[config.mk]
export PLATFORM = sky130hd
export DESIGN_NAME = qulrs_top
export DESIGN_NICKNAME = d
export VERILOG_FILES = /design/src/verilog/qulrs_pkg.sv /design/src/verilog/qulrs_strm_if.sv /design/src/verilog/qulrs_top.sv /design/src/verilog/qulrs_buf2.sv
export SDC_FILE = /design/constraint.sdc
export NUM_CORES = 1
export LEC_CHECK = 0
export BUFFER_PORTS_ARGS = -buffer_cell sky130_fd_sc_hd__clkbuf_2
export CAP_MARGIN = 20
export CELL_PAD_IN_SITES_DETAIL_PLACEMENT = 1
export CELL_PAD_IN_SITES_GLOBAL_PLACEMENT = 1
export CORE_AREA = 8 8 181 183
export DETAILED_ROUTE_END_ITERATION = 8
export DIE_AREA = 0 0 189 191
export GPL_ROUTABILITY_DRIVEN = 1
export PLACE_DENSITY_LB_ADDON = 0.1
export SYNTH_ARGS = -nofsm -noshare
export SYNTH_HDL_FRONTEND = slang
export SYNTH_SLANG_ARGS = --single-unit
[constraint.sdc]
create_clock -name clk_i -period 5.2 [get_ports clk_i]
set_input_delay 0.26 -clock clk_i [delete_from_list [all_inputs] [get_ports clk_i]]
set_output_delay 0.26 -clock clk_i [all_outputs]
set_load 0.02 [all_outputs]
[src/verilog/qulrs_pkg.sv]
/*
  shared constants for the four-channel serial line block: channel count,
  character framing, oversampling and tick timing, line levels, state codes.
  assumes a single 125 MHz clock feeding every module of the block.
*/
package qulrs_pkg;

  // ********************************************************************
  // channel and character layout
  // ********************************************************************
  localparam int unsigned NUM_CH     = 4;         // serial channels
  localparam int unsigned CH_W       = 2;         // channel select width
  localparam int unsigned DATA_W     = 8;         // character width
  localparam int unsigned FRAME_W    = 10;        // start + data + stop
  localparam logic [3:0]  DATA_LAST  = 4'h7;      // last data bit index
  localparam logic [3:0]  FRAME_LAST = 4'h9;      // last frame bit index
  localparam logic        LINE_IDLE  = 1'b1;      // mark level of a line
  localparam logic        LINE_START = 1'b0;      // start bit level
  localparam logic [FRAME_W-1:0] FRAME_IDLE = 10'h3_FF; // all mark

  // ********************************************************************
  // timing: clock rate, bit rate, oversampling
  // ********************************************************************
  localparam longint unsigned CLK_HZ  = 125_000_000; // clk_i rate
  localparam longint unsigned BAUD_HZ = 1_000_000;   // serial bit rate
  localparam longint unsigned OVS     = 16;          // ticks per bit
  // longest tick period rounds down, never below one cycle
  localparam longint unsigned TICK_CYC_RAW = CLK_HZ / (BAUD_HZ * OVS);
  localparam longint unsigned TICK_CYC =
    (TICK_CYC_RAW < 1) ? 1 : TICK_CYC_RAW;
  localparam logic [7:0] TICK_LAST = 8'(TICK_CYC - 1); // divider wrap
  localparam logic [3:0] OVS_LAST  = 4'(OVS - 1);      // last tick of bit
  localparam logic [3:0] OVS_MID   = 4'(OVS / 2);      // mid-bit sample

  // ********************************************************************
  // status word layout for the selected channel
  // ********************************************************************
  localparam int unsigned STAT_RX = 0;  // character available
  localparam int unsigned STAT_TX = 1;  // holding space free

  // ********************************************************************
  // state codes
  // ********************************************************************
  typedef enum logic [0:0] {
    TX_IDLE  = 1'b0,
    TX_SHIFT = 1'b1
  } qulrs_tx_st_e;

  typedef enum logic [1:0] {
    RX_IDLE  = 2'b00,
    RX_START = 2'b01,
    RX_DATA  = 2'b10,
    RX_STOP  = 2'b11
  } qulrs_rx_st_e;

endpackage : qulrs_pkg

[src/verilog/qulrs_strm_if.sv]
/*
  character stream carrier: data with valid and ready between the
  channel logic and its two-entry holding buffers.
  assumes both ends run on clk_i; a word moves when valid and ready.
*/
`timescale 1ns/1ps
interface qulrs_strm_if;
  import qulrs_pkg::*;
  logic [DATA_W-1:0] data;   // character
  logic              valid;  // producer offers data
  logic              ready;  // consumer accepts data

  // producer end
  modport src (output data, output valid, input ready);
  // consumer end
  modport snk (input data, input valid, output ready);
endinterface : qulrs_strm_if

[src/verilog/qulrs_top.sv]
/*
  four-channel serial line block: per-channel 8N1 transmitter and
  receiver, two-entry transmit and receive holding buffers, local
  loop-back, combined active-low receive-ready and transmit-ready.
  assumes host strobes are synchronous to clk_i; serial inputs are not.
*/
`timescale 1ns/1ps

// Behaviour
// transmit line high in reset, idle, disabled
// far end keeps receive line high idle
// loop-back mutes pin, feeds transmit into receiver
// loop-back ignores external receive pin
// any-channel receive-ready low when data held
// receive-ready high when nothing left anywhere
// transmit-ready low when any slot free
// transmit-ready high only when all full
// per-channel readiness readable by chip select
// timing from clock input, crystal or external
module qulrs_top
  import qulrs_pkg::*;
(
  // clock and reset
  input  wire logic              clk_i,
  input  wire logic              rstn_i,
  // host access, synchronous to clk_i
  input  wire logic              cs_n_i,
  input  wire logic [CH_W-1:0]   chan_i,
  input  wire logic              wr_i,
  input  wire logic              rd_i,
  input  wire logic [DATA_W-1:0] wdata_i,
  output logic      [DATA_W-1:0] rdata_o,
  output logic      [1:0]        stat_o,
  // per-channel controls
  input  wire logic [NUM_CH-1:0] tx_en_i,
  input  wire logic [NUM_CH-1:0] loopback_i,
  // serial lines
  input  wire logic [NUM_CH-1:0] serial_in_i,
  output logic      [NUM_CH-1:0] serial_out_o,
  // readiness, active low
  output logic      [NUM_CH-1:0] rx_avail_n_o,
  output logic      [NUM_CH-1:0] tx_space_n_o,
  output logic                   rx_avail_any_n_o,
  output logic                   tx_space_any_n_o
);

  // ********************************************************************
  // decoding helper
  // ********************************************************************
  // true when chip select is low and chan_i selects channel ch
  function automatic logic chan_hit(input logic cs_n,
                                    input logic [CH_W-1:0] sel,
                                    input int unsigned ch);
    chan_hit = !cs_n && (sel == CH_W'(ch));
  endfunction : chan_hit

  // ********************************************************************
  // shared nets
  // ********************************************************************
  logic [7:0]        tick_cnt;              // oversample divider
  logic              tick;                  // one-cycle oversample pulse
  logic [NUM_CH-1:0] sin_s1;                // sync stage one
  logic [NUM_CH-1:0] sin_s2;                // sync stage two
  logic [NUM_CH-1:0] tx_line;               // transmitter bit level
  logic [NUM_CH-1:0] rx_line;               // receiver input level
  logic [NUM_CH-1:0] rx_vld;                // receive buffer not empty
  logic [NUM_CH-1:0] tx_rdy;                // transmit buffer not full
  logic [NUM_CH-1:0] force_mark;            // pin held at mark
  logic [DATA_W-1:0] rx_dat [NUM_CH];       // receive buffer heads
  wire               host_rd;               // read strobe qualified
  wire               host_wr;               // write strobe qualified

  assign host_rd    = !cs_n_i & rd_i;
  assign host_wr    = !cs_n_i & wr_i;
  assign force_mark = ~tx_en_i | loopback_i;

  // ********************************************************************
  // oversample tick divider
  // ********************************************************************
  // clk_i is the sole reference, from crystal or external source
  always_ff @(posedge clk_i)
  begin
    if (!rstn_i)
    begin
      tick_cnt <= '0;
      tick     <= 1'b0;
    end
    else
    begin
      tick     <= (tick_cnt == TICK_LAST);
      tick_cnt <= (tick_cnt == TICK_LAST) ? '0 : tick_cnt + 8'h01;
    end
  end

  // ********************************************************************
  // receive pin synchroniser
  // ********************************************************************
  // idle mark on pins resets to high so no false start
  always_ff @(posedge clk_i)
  begin
    if (!rstn_i)
    begin
      sin_s1 <= {NUM_CH{LINE_IDLE}};
      sin_s2 <= {NUM_CH{LINE_IDLE}};
    end
    else
    begin
      sin_s1 <= serial_in_i;
      sin_s2 <= sin_s1;
    end
  end

  // loop-back feeds transmit bits, external pin ignored
  assign rx_line = (loopback_i & tx_line) | (~loopback_i & sin_s2);

  // ********************************************************************
  // per-channel transmit and receive
  // ********************************************************************
  for (genvar g = 0; g < NUM_CH; g++)
  begin : g_ch
    qulrs_strm_if txi ();            // host into transmit buffer
    qulrs_strm_if txo ();            // transmit buffer to shifter
    qulrs_strm_if rxi ();            // receiver into receive buffer
    qulrs_strm_if rxo ();            // receive buffer to host

    qulrs_tx_st_e       tx_st;       // transmitter state
    logic [FRAME_W-1:0] tx_sh;       // outgoing frame
    logic [3:0]         tx_ov;       // ticks within bit
    logic [3:0]         tx_bits;     // frame bit index
    qulrs_rx_st_e       rx_st;       // receiver state
    logic [DATA_W-1:0]  rx_sh;       // incoming character
    logic [3:0]         rx_ov;       // ticks within bit
    logic [3:0]         rx_bits;     // data bit index
    logic               rx_push;     // character complete

    // host write lands in the transmit holding buffer
    assign txi.valid = host_wr & chan_hit(cs_n_i, chan_i, g);
    assign txi.data  = wdata_i;
    // shifter takes a word only when idle and enabled
    assign txo.ready = (tx_st == TX_IDLE) & tx_en_i[g];
    // host read pops the receive holding buffer
    assign rxo.ready = host_rd & chan_hit(cs_n_i, chan_i, g);
    assign rxi.valid = rx_push;
    assign rxi.data  = rx_sh;
    assign rx_dat[g] = rxo.data;
    assign rx_vld[g] = rxo.valid;
    assign tx_rdy[g] = txi.ready;
    // mark level when idle or disabled
    assign tx_line[g] = (tx_st == TX_SHIFT) & tx_en_i[g] ?
                        tx_sh[0] : LINE_IDLE;

    qulrs_buf2 u_txbuf
    (
      .clk_i  (clk_i),
      .rstn_i (rstn_i),
      .wr_s   (txi),
      .rd_s   (txo)
    );

    qulrs_buf2 u_rxbuf
    (
      .clk_i  (clk_i),
      .rstn_i (rstn_i),
      .wr_s   (rxi),
      .rd_s   (rxo)
    );

    // transmit shifter, aborted by disable
    always_ff @(posedge clk_i)
    begin
      if (!rstn_i || !tx_en_i[g])
      begin
        tx_st   <= TX_IDLE;
        tx_sh   <= FRAME_IDLE;
        tx_ov   <= '0;
        tx_bits <= '0;
      end
      else
      begin
        case (tx_st)
          TX_IDLE:
          begin
            // load stop, data, start
            if (txo.valid)
            begin
              tx_sh   <= {LINE_IDLE, txo.data, LINE_START};
              tx_ov   <= '0;
              tx_bits <= '0;
              tx_st   <= TX_SHIFT;
            end
          end
          TX_SHIFT:
          begin
            if (tick && tx_ov == OVS_LAST)
            begin
              tx_ov   <= '0;
              tx_sh   <= {LINE_IDLE, tx_sh[FRAME_W-1:1]};
              tx_bits <= tx_bits + 4'h1;
              if (tx_bits == FRAME_LAST) tx_st <= TX_IDLE;
            end
            else if (tick)
              tx_ov <= tx_ov + 4'h1;
          end
          default: tx_st <= TX_IDLE;
        endcase
      end
    end

    // receiver: start check mid-bit, sample each bit centre
    always_ff @(posedge clk_i)
    begin
      if (!rstn_i)
      begin
        rx_st   <= RX_IDLE;
        rx_sh   <= '0;
        rx_ov   <= '0;
        rx_bits <= '0;
        rx_push <= 1'b0;
      end
      else
      begin
        rx_push <= 1'b0;
        if (tick)
        begin
          case (rx_st)
            RX_IDLE:
            begin
              rx_ov <= '0;
              if (rx_line[g] == LINE_START) rx_st <= RX_START;
            end
            RX_START:
            begin
              // false start falls back to idle
              rx_ov <= rx_ov + 4'h1;
              if (rx_ov == OVS_MID)
              begin
                rx_ov   <= '0;
                rx_bits <= '0;
                rx_st   <= (rx_line[g] == LINE_START) ? RX_DATA : RX_IDLE;
              end
            end
            RX_DATA:
            begin
              rx_ov <= rx_ov + 4'h1;
              if (rx_ov == OVS_LAST)
              begin
                rx_ov   <= '0;
                rx_sh   <= {rx_line[g], rx_sh[DATA_W-1:1]};
                rx_bits <= rx_bits + 4'h1;
                if (rx_bits == DATA_LAST) rx_st <= RX_STOP;
              end
            end
            RX_STOP:
            begin
              // good stop bit stores; full buffer drops the character
              rx_ov <= rx_ov + 4'h1;
              if (rx_ov == OVS_LAST)
              begin
                rx_push <= (rx_line[g] == LINE_IDLE);
                rx_st   <= RX_IDLE;
              end
            end
            default: rx_st <= RX_IDLE;
          endcase
        end
      end
    end
  end : g_ch

  // ********************************************************************
  // registered pins and readiness
  // ********************************************************************
  always_ff @(posedge clk_i)
  begin
    if (!rstn_i)
    begin
      serial_out_o     <= {NUM_CH{LINE_IDLE}};
      rx_avail_n_o     <= '1;
      tx_space_n_o     <= '1;
      rx_avail_any_n_o <= 1'b1;
      tx_space_any_n_o <= 1'b1;
    end
    else
    begin
      serial_out_o     <= force_mark | tx_line;
      rx_avail_n_o     <= ~rx_vld;
      tx_space_n_o     <= ~tx_rdy;
      rx_avail_any_n_o <= ~(|rx_vld);
      tx_space_any_n_o <= ~(|tx_rdy);
    end
  end

  // ********************************************************************
  // host read data and per-channel status
  // ********************************************************************
  always_ff @(posedge clk_i)
  begin
    if (!rstn_i)
    begin
      rdata_o <= '0;
      stat_o  <= '0;
    end
    else if (!cs_n_i)
    begin
      if (rd_i) rdata_o <= rx_dat[chan_i];
      stat_o[STAT_RX] <= rx_vld[chan_i];
      stat_o[STAT_TX] <= tx_rdy[chan_i];
    end
  end
endmodule : qulrs_top

[src/verilog/qulrs_buf2.sv]
/*
  two-entry holding buffer with valid/ready on both sides.
  assumes one clock, synchronous active-low reset; full drops ready and takes no word.
*/
`timescale 1ns/1ps
module qulrs_buf2
  import qulrs_pkg::*;
(
  // clock and reset
  input  wire logic clk_i,
  input  wire logic rstn_i,
  // filling side
  qulrs_strm_if.snk wr_s,
  // draining side
  qulrs_strm_if.src rd_s
);

  logic [DATA_W-1:0] head;   // oldest word
  logic [DATA_W-1:0] tail;   // second word
  logic [1:0]        fill;   // words held, 0..2
  wire               push;   // word accepted
  wire               pop;    // word removed

  // honest full and empty
  assign wr_s.ready = (fill != 2'h2);
  assign rd_s.valid = (fill != 2'h0);
  assign rd_s.data  = head;
  assign push       = wr_s.valid & wr_s.ready;
  assign pop        = rd_s.valid & rd_s.ready;

  // ********************************************************************
  // storage and occupancy
  // ********************************************************************
  always_ff @(posedge clk_i)
  begin
    if (!rstn_i)
    begin
      fill <= 2'h0;
      head <= '0;
      tail <= '0;
    end
    else
    begin
      case ({push, pop})
        2'b10:
        begin
          // write into first free slot
          if (fill == 2'h0) head <= wr_s.data;
          else              tail <= wr_s.data;
          fill <= fill + 2'h1;
        end
        2'b01:
        begin
          // shift second word forward
          head <= tail;
          fill <= fill - 2'h1;
        end
        2'b11:
        begin
          // pass-through when one held, else shift and refill
          if (fill == 2'h1) head <= wr_s.data;
          else
          begin
            head <= tail;
            tail <= wr_s.data;
          end
        end
        default: fill <= fill;
      endcase
    end
  end

endmodule : qulrs_buf2

==> results of run 1 <==
final timing paths:
path	endpoint	slack (ps)	depth (start not counted)
setup / recovery	g_ch[3].u_rxbuf.rd_s.data[7]$_SDFFE_PN0P_	2490	9
setup reg to reg	g_ch[3].u_rxbuf.rd_s.data[7]$_SDFFE_PN0P_	2490	9
hold / removal	tx_space_any_n_o$_SDFF_PN1_	120	2
hold reg to reg	sin_s2[0]$_SDFF_PN1_	410	1
sequential cells by signal (all words and copies together) (netlist names), 16 cells and up, named ones only:
signal	cells
g_ch.rx_bits	16
g_ch.u_rxbuf.rd_s.data	32
g_ch.u_rxbuf.tail	32
g_ch.u_txbuf.tail	32
g_ch.rx_ov	16
g_ch.tx_sh	36
g_ch.tx_bits	16
g_ch.rx_sh	32
g_ch.tx_ov	16
g_ch.u_txbuf.rd_s.data	32
layout make-up:
| type | instances | area [um2] | area share, % |
|---|---|---|---|
| multi-input combinational | 1204 | 7960 | 46.9 |
| sequential | 333 | 6670 | 39.3 |
| clock buffer | 51 | 1070 | 6.29 |
| tap | 396 | 495 | 2.92 |
| timing repair buffer | 63 | 370 | 2.18 |
| inverter | 73 | 277 | 1.63 |
| clock inverter | 13 | 143 | 0.840 |
report_power, final:
group / switching (mW) / internal [mW] / total (mW) / leakage [nW]
registers: 0.144 / 2.76 / 2.90 / 2.70
logic: 0.759 / 0.406 / 1.16 / 3.22
clock network: 1.03 / 1.58 / 2.61 / 0.604
total: 1.93 / 4.75 / 6.68 / 6.53
per-layer routing:
metal  GRT usage [%]  share of wire (%)  wire length, um  vias up
met1            27.1                 46            18000     6099
met3            3.16                3.4             1370       58
li1                -                  -                -     6019
met4            5.98                2.3              897        0
met2            38.8                 49            19300      192
met5               0                  0                0        -
worst reg2reg max path, stage by stage, from the launching register on:
cell and delay, ps:
dfxtp_1 370, inv_1 80, ha_1 330, or3_1 450, inv_1 90, ha_1 210, nand2b_1 110, a2111oi_4 630
a22oi_1 180, a21oi_1 180
logic make-up (layout without fill, tap and decap cells):
logic type,count (synthesis),in the layout
multiplexers,111,111
buffers and inverters,157,200
XOR/XNOR,33,33
AO/OA/AOI/OAI,396,396
adder cells (fa/ha/maj),75,75
flip-flops,333,333
AND/OR/NAND/NOR,589,589
layout by cell type, fill, tap and decap left out, drive strengths merged, types with 42 or more instances in the layout:
cell	instances
a211oi	42
a21oi	74
a221oi	43
clkbuf	100
dfxtp	333
ha	75
inv	70
mux2i	97
nand2	110
nand3	50
nor2	242
o21ai	130
through the flow:
stage | hold slack, ps | cells | instance area (um2)
3_5_place_dp | 397 | 2061 | 15700
3_3_place_gp | 388 | 2061 | 15700
6_report | 121 | 2133 | 17000
5_1_grt | 133 | 2133 | 17000
2_1_floorplan | 361 | 1694 | 15300
4_1_cts | 115 | 2133 | 17000
==> flow_summary.toml, run 1 <==
[pwr]
power_density_mw_per_mm2 = 393
leakagePower_nw = 6.53
peakVddDrop_mv = 0.238
power_mw = 6.68

[synth]
synth-async-reset-ratio_pct = 0
avgSynthCellArea_um2 = 9.01
synth_nets = 1796
synth_area_leaders = "dfxtp_1 44%, mux2i_1 6.4%, ha_1 6.2%"
synthMuxAreaShare_pct = 8.14
syn_area_mm2 = 0.0153
synthFlopType = "dfxtp_1"
synthAdderAreaFrac_pct = 6.15
synth_cells = 1694
synth_edf_count = 0
synth_top_family_by_area = "simple AND/OR/NAND/NOR gates"
ys_seq_area_share_pct = 43.7
yosys.area.top_type = "dfxtp_1"
yosysWarningCount = 0
synth_compound_area_share_pct = 17.7
yosys.area_share.simple_pct = 18.3
netlist.area_leader.share_pct = 43.7
ys_types = 80
synthTopCellsByCount = "333 x dfxtp_1, 241 x nor2_1, 127 x o21ai_0"
synth.most_common_cell = "dfxtp_1"
ys_ff_latch = 333
synth_xor_xnor_area_share_pct = 1.89

[routing]
post_drt_wl_per_cell_um = 18.6
viasPerCell = 5.80
drc = 0
vias = 12400
antenna_left = 0
routed_wirelength_um = 39600
drtPass1Iterations = 4
drt-initial-drc-count = 530

[place]
gp_congestion = 0.812
port_buffers = 50
dp_slack_ps = 2230
hpwl_um = 26700

[layout]
layout-drive-gt1-share_pct = 9.10
area_growth_pct = 11.3
post-route-util_pct = 56.5
fillCellCount = 3467
nets = 1814
antenna_cells = 0

[critical_path]
r2r-start = "g_ch[3].u_rxbuf.fill[0]$_SDFFE_PN0P_"
path_class = "reg -> reg"
cp_max_fo = 9
crit_chain = "inv_1 > ha_1 > or3_1 > inv_1 > ha_1 > nand2b_1 > a2111oi_4 > a22oi_1 > a21oi_1"
worst_path_max_delay_cell = "a2111oi_4"
crit_path_start_kind = "register"
cp_top_family = "compound AO/OA/AOI/OAI gates"
cpPeakStageDelay_ps = 630
crit_arrival_ps = 3140
endpoint_kind = "register"
cp_num_buf_inv = 2
cp-startpoint = "g_ch[3].u_rxbuf.fill[0]$_SDFFE_PN0P_"
crit_required_ps = 5630

[sta]
relSlewSlack_pct = 29.9
max_freq_mhz = 369
slew_violations = 0
rsz0062_at_grt = "false"
setup_viol = 0
fin_setup_tns_ps = 0
hold_violations = 0
skew_ps = 14.9
tightest_slew_ps = 1040
layout_min_cycle_time_ps = 2710
finalCritPeriodShare_pct = 52.2
layout_setup_ws_ps = 2490

[min_path]
hold_path_class = "in -> reg"
worstHoldStart = "rstn_i"

[clock_tree]
hold_buffers = 8
ctsLongestPathBuffers = 3
cts_sinks = 333
postCtsSetupBuffers = 0
cts-buffers-inserted = 37
worstSkewPairLatency_ps = 510
root_buffer = "clkbuf_16"
h-tree-depth = 2
cts_tree = "yes"
clk_pin_slew_ps = 60
cts_resized = 0

[global_routing]
overflow = 0
grt_use_total_pct = 21.8
antenna_found_initial = 0
grt_max_degree = 81
grt_pass1_vias = 13000
grt_pass1_wl_um = 65800

[job]
cap_violations = 0

[floorplan]
pin_count = 51
design.core.area_mm2 = 0.0300
die_x_um = 189
dieArea_mm2 = 0.0361
die_h_um = 191
core.rowCount = 64
start_util_pct = 50.8

[run_status]
status = "finished clean"
Power figures use the tool's default switching activity.
==> run 2: changes to the inputs <==
--- a/config.mk
+++ b/config.mk
@@ -9,9 +9,9 @@
 export CAP_MARGIN = 20
 export CELL_PAD_IN_SITES_DETAIL_PLACEMENT = 1
 export CELL_PAD_IN_SITES_GLOBAL_PLACEMENT = 1
-export CORE_AREA = 8 8 181 183
+export CORE_AREA = 8 8 196 198
 export DETAILED_ROUTE_END_ITERATION = 8
-export DIE_AREA = 0 0 189 191
+export DIE_AREA = 0 0 204 206
 export GPL_ROUTABILITY_DRIVEN = 1
 export PLACE_DENSITY_LB_ADDON = 0.1
 export SYNTH_ARGS = -nofsm -noshare
==> constraint.sdc (replaced) <==
create_clock -name clk_i -period 2.23 [get_ports clk_i]
set_input_delay 0.1115 -clock clk_i [delete_from_list [all_inputs] [get_ports clk_i]]
set_output_delay 0.1115 -clock clk_i [all_outputs]
set_load 0.02 [all_outputs]
==> run 2 against run 1 <==
  * Clock-buffer cell count is 2 higher
  * Largest cell class unchanged
  * Critical path depth is 2 lower
  * Core utilization is 5.5 points lower
  * Critical endpoint is now g_ch[1].u_txbuf.rd_s.data[6]$_SDFFE_PN0P_
==> flow_summary.toml, run 2 (synthesis gave the netlist of run 1 again) <==
[run_status]
status = "finished clean"

[critical_path]
cp_num_buf_inv = 1
endpoint_kind = "register"
crit_required_ps = 2640
crit_path_start_kind = "register"
crit_chain = "inv_1 > ha_1 > or3_1 > ha_1 > o21a_2 > a221oi_1 > nor2_1"
r2r_end = "g_ch[1].u_txbuf.rd_s.data[6]$_SDFFE_PN0P_"
worst_path_max_delay_cell = "or3_1"
cp_max_fo = 8
path_class = "reg -> reg"
r2r_slack_ps = 100
cpPeakStageDelay_ps = 390
crit_arrival_ps = 2540
crit_top_cell = "ha_1"
cp_top_family = "compound AO/OA/AOI/OAI gates"
r2r-start = "g_ch[1].u_txbuf.fill[0]$_SDFFE_PN0P_"
r2r_cells = 7

[sta]
max_freq_mhz = 470
setup_viol = 0
slew_violations = 0
skew_ps = 12.3
rsz0062_at_grt = "true"
relSlewSlack_pct = 47.1
hold_violations = 0
finalCritPeriodShare_pct = 95.4
layout_min_cycle_time_ps = 2130
tightest_slew_ps = 794

[global_routing]
gr-usage-met3_pct = 2.85
use_met2_pct = 33.9
overflow = 0
grt_use_total_pct = 18.9
antenna_found_initial = 0
grt_pass1_wl_um = 66200
grt_most_used_layer = "met2"
use_met1_pct = 23.4
grt_pass1_vias = 13000
grt_max_degree = 65

[layout]
ff_latch_area_mm2 = 0.00668
top_register = "g_ch.tx_sh"
area_growth_pct = 17.9
antenna_cells = 0
nets = 1886
mostFrequentLayoutCell = "dfxtp_1"
multiInputGateArea_mm2 = 0.00818
largest_reg_flops = 36
layout_common_cells = "326 x dfxtp_1, 241 x nor2_1, 127 x o21ai_0, 108 x nand2_1, 97 x mux2i_1"
fillCellCount = 4065
post-route-util_pct = 51.1
layout-drive-gt1-share_pct = 15.4

[min_path]
min_to = "g_ch[1].u_txbuf.tail[5]$_SDFFE_PN0P_"
hold_path_class = "in -> reg"
min_path_cells = 3
worstHoldStart = "wdata_i[5]"

[clock_tree]
worstSkewPairLatency_ps = 530
cts-buffers-inserted = 39
root_buffer = "clkbuf_16"
cts_sinks = 333
h-tree-depth = 2
cts_tree = "yes"
ctsLongestPathBuffers = 3
clk_pin_slew_ps = 60

[routing]
viasPerCell = 5.55
drt-initial-drc-count = 432
post_drt_wl_per_cell_um = 17.8
routed_wirelength_um = 40300
drtPass1Iterations = 4
antenna_left = 0
vias = 12600
drc = 0

[floorplan]
dieArea_mm2 = 0.0420
core.rowCount = 69
pin_count = 51
start_util_pct = 43.3
die_h_um = 206
design.core.area_mm2 = 0.0352
die_x_um = 204

[place]
gp_congestion = 0.778
port_buffers = 50
hpwl_um = 28200

[pwr]
power_density_mw_per_mm2 = 907
power_mw = 16.3
peakVddDrop_mv = 0.591
leakagePower_nw = 6.95

[job]
cap_violations = 0
-- run 2: routing by layer --
| layer | vias to the layer above | share of wire, % |
|---|---|---|
| met5 | - | 0 |
| met1 | 6234 | 46 |
| met4 | 0 | 1.8 |
| met3 | 53 | 3.0 |
| li1 | 6170 | - |
| met2 | 140 | 49 |
-- run 2: power by group --
| group | internal [mW] | switching [mW] | leakage, nW |
|---|---|---|---|
| clock network | 3.99 | 2.49 | 0.643 |
| logic | 1.21 | 1.91 | 3.61 |
| registers | 6.44 | 0.274 | 2.70 |
| total | 11.6 | 4.68 | 6.95 |
-- run 2: tightest hold or removal path: cells and delay by family --
kind	cells	cell delay, ps
and+or+nand+nor	1	70
buffers and inverters	1	250
muxes	1	110
-- run 2: worst max-delay path by stage --
stage | startpoint | end | slack (ps) | depth (start not counted)
after floorplan | g_ch[2].u_rxbuf.fill[0]$_SDFFE_PN0P_ | g_ch[2].u_rxbuf.rd_s.data[7]$_SDFFE_PN0P_ | -10 | 10
after global placement | g_ch[2].u_rxbuf.fill[0]$_SDFFE_PN0P_ | g_ch[2].u_rxbuf.rd_s.data[7]$_SDFFE_PN0P_ | -30 | 9
after detailed placement | g_ch[2].u_rxbuf.fill[0]$_SDFFE_PN0P_ | g_ch[2].u_rxbuf.rd_s.data[4]$_SDFFE_PN0P_ | -150 | 9
after CTS | g_ch[1].u_txbuf.fill[0]$_SDFFE_PN0P_ | g_ch[1].u_txbuf.rd_s.data[6]$_SDFFE_PN0P_ | 8 | 9
after global routing | g_ch[0].u_rxbuf.fill[1]$_SDFFE_PN0P_ | g_ch[0].u_rxbuf.rd_s.data[1]$_SDFFE_PN0P_ | -20 | 10
final | g_ch[1].u_txbuf.fill[0]$_SDFFE_PN0P_ | g_ch[1].u_txbuf.rd_s.data[6]$_SDFFE_PN0P_ | 100 | 7
-- run 2: through the flow --
step	area [um2]	worst slack [ps]	hold slack [ps]	instances	setup TNS, ps
6_report	18000	103	56.6	2269	0
5_1_grt	18000	-20.4	52.9	2269	-52.1
4_1_cts	17800	8.30	17.6	2268	0
3_5_place_dp	16400	-151	300	2192	-1130
3_3_place_gp	16400	-27.6	295	2192	-70.5
2_1_floorplan	15300	-12.3	213	1694	-12.3
-- run 2: what timing repair did --
item | CTS | global route
buffers inserted | 2 | 1
pin swaps | 4 | 9
setup endpoints to repair | 26 | 90
hold endpoints to repair | 18 | 0
hold buffers | 9 | 0
gates resized for setup | 10 | 44
-- run 2: cell type report --
class / count / area share [%]
multi-input cells: 1204 / 45.5
repair buffers: 133 / 5.45
inverters: 73 / 1.58
flip-flops and latches: 333 / 37.1
clock buffers: 53 / 6.29
clock inverters: 12 / 0.891
well taps: 461 / 3.21
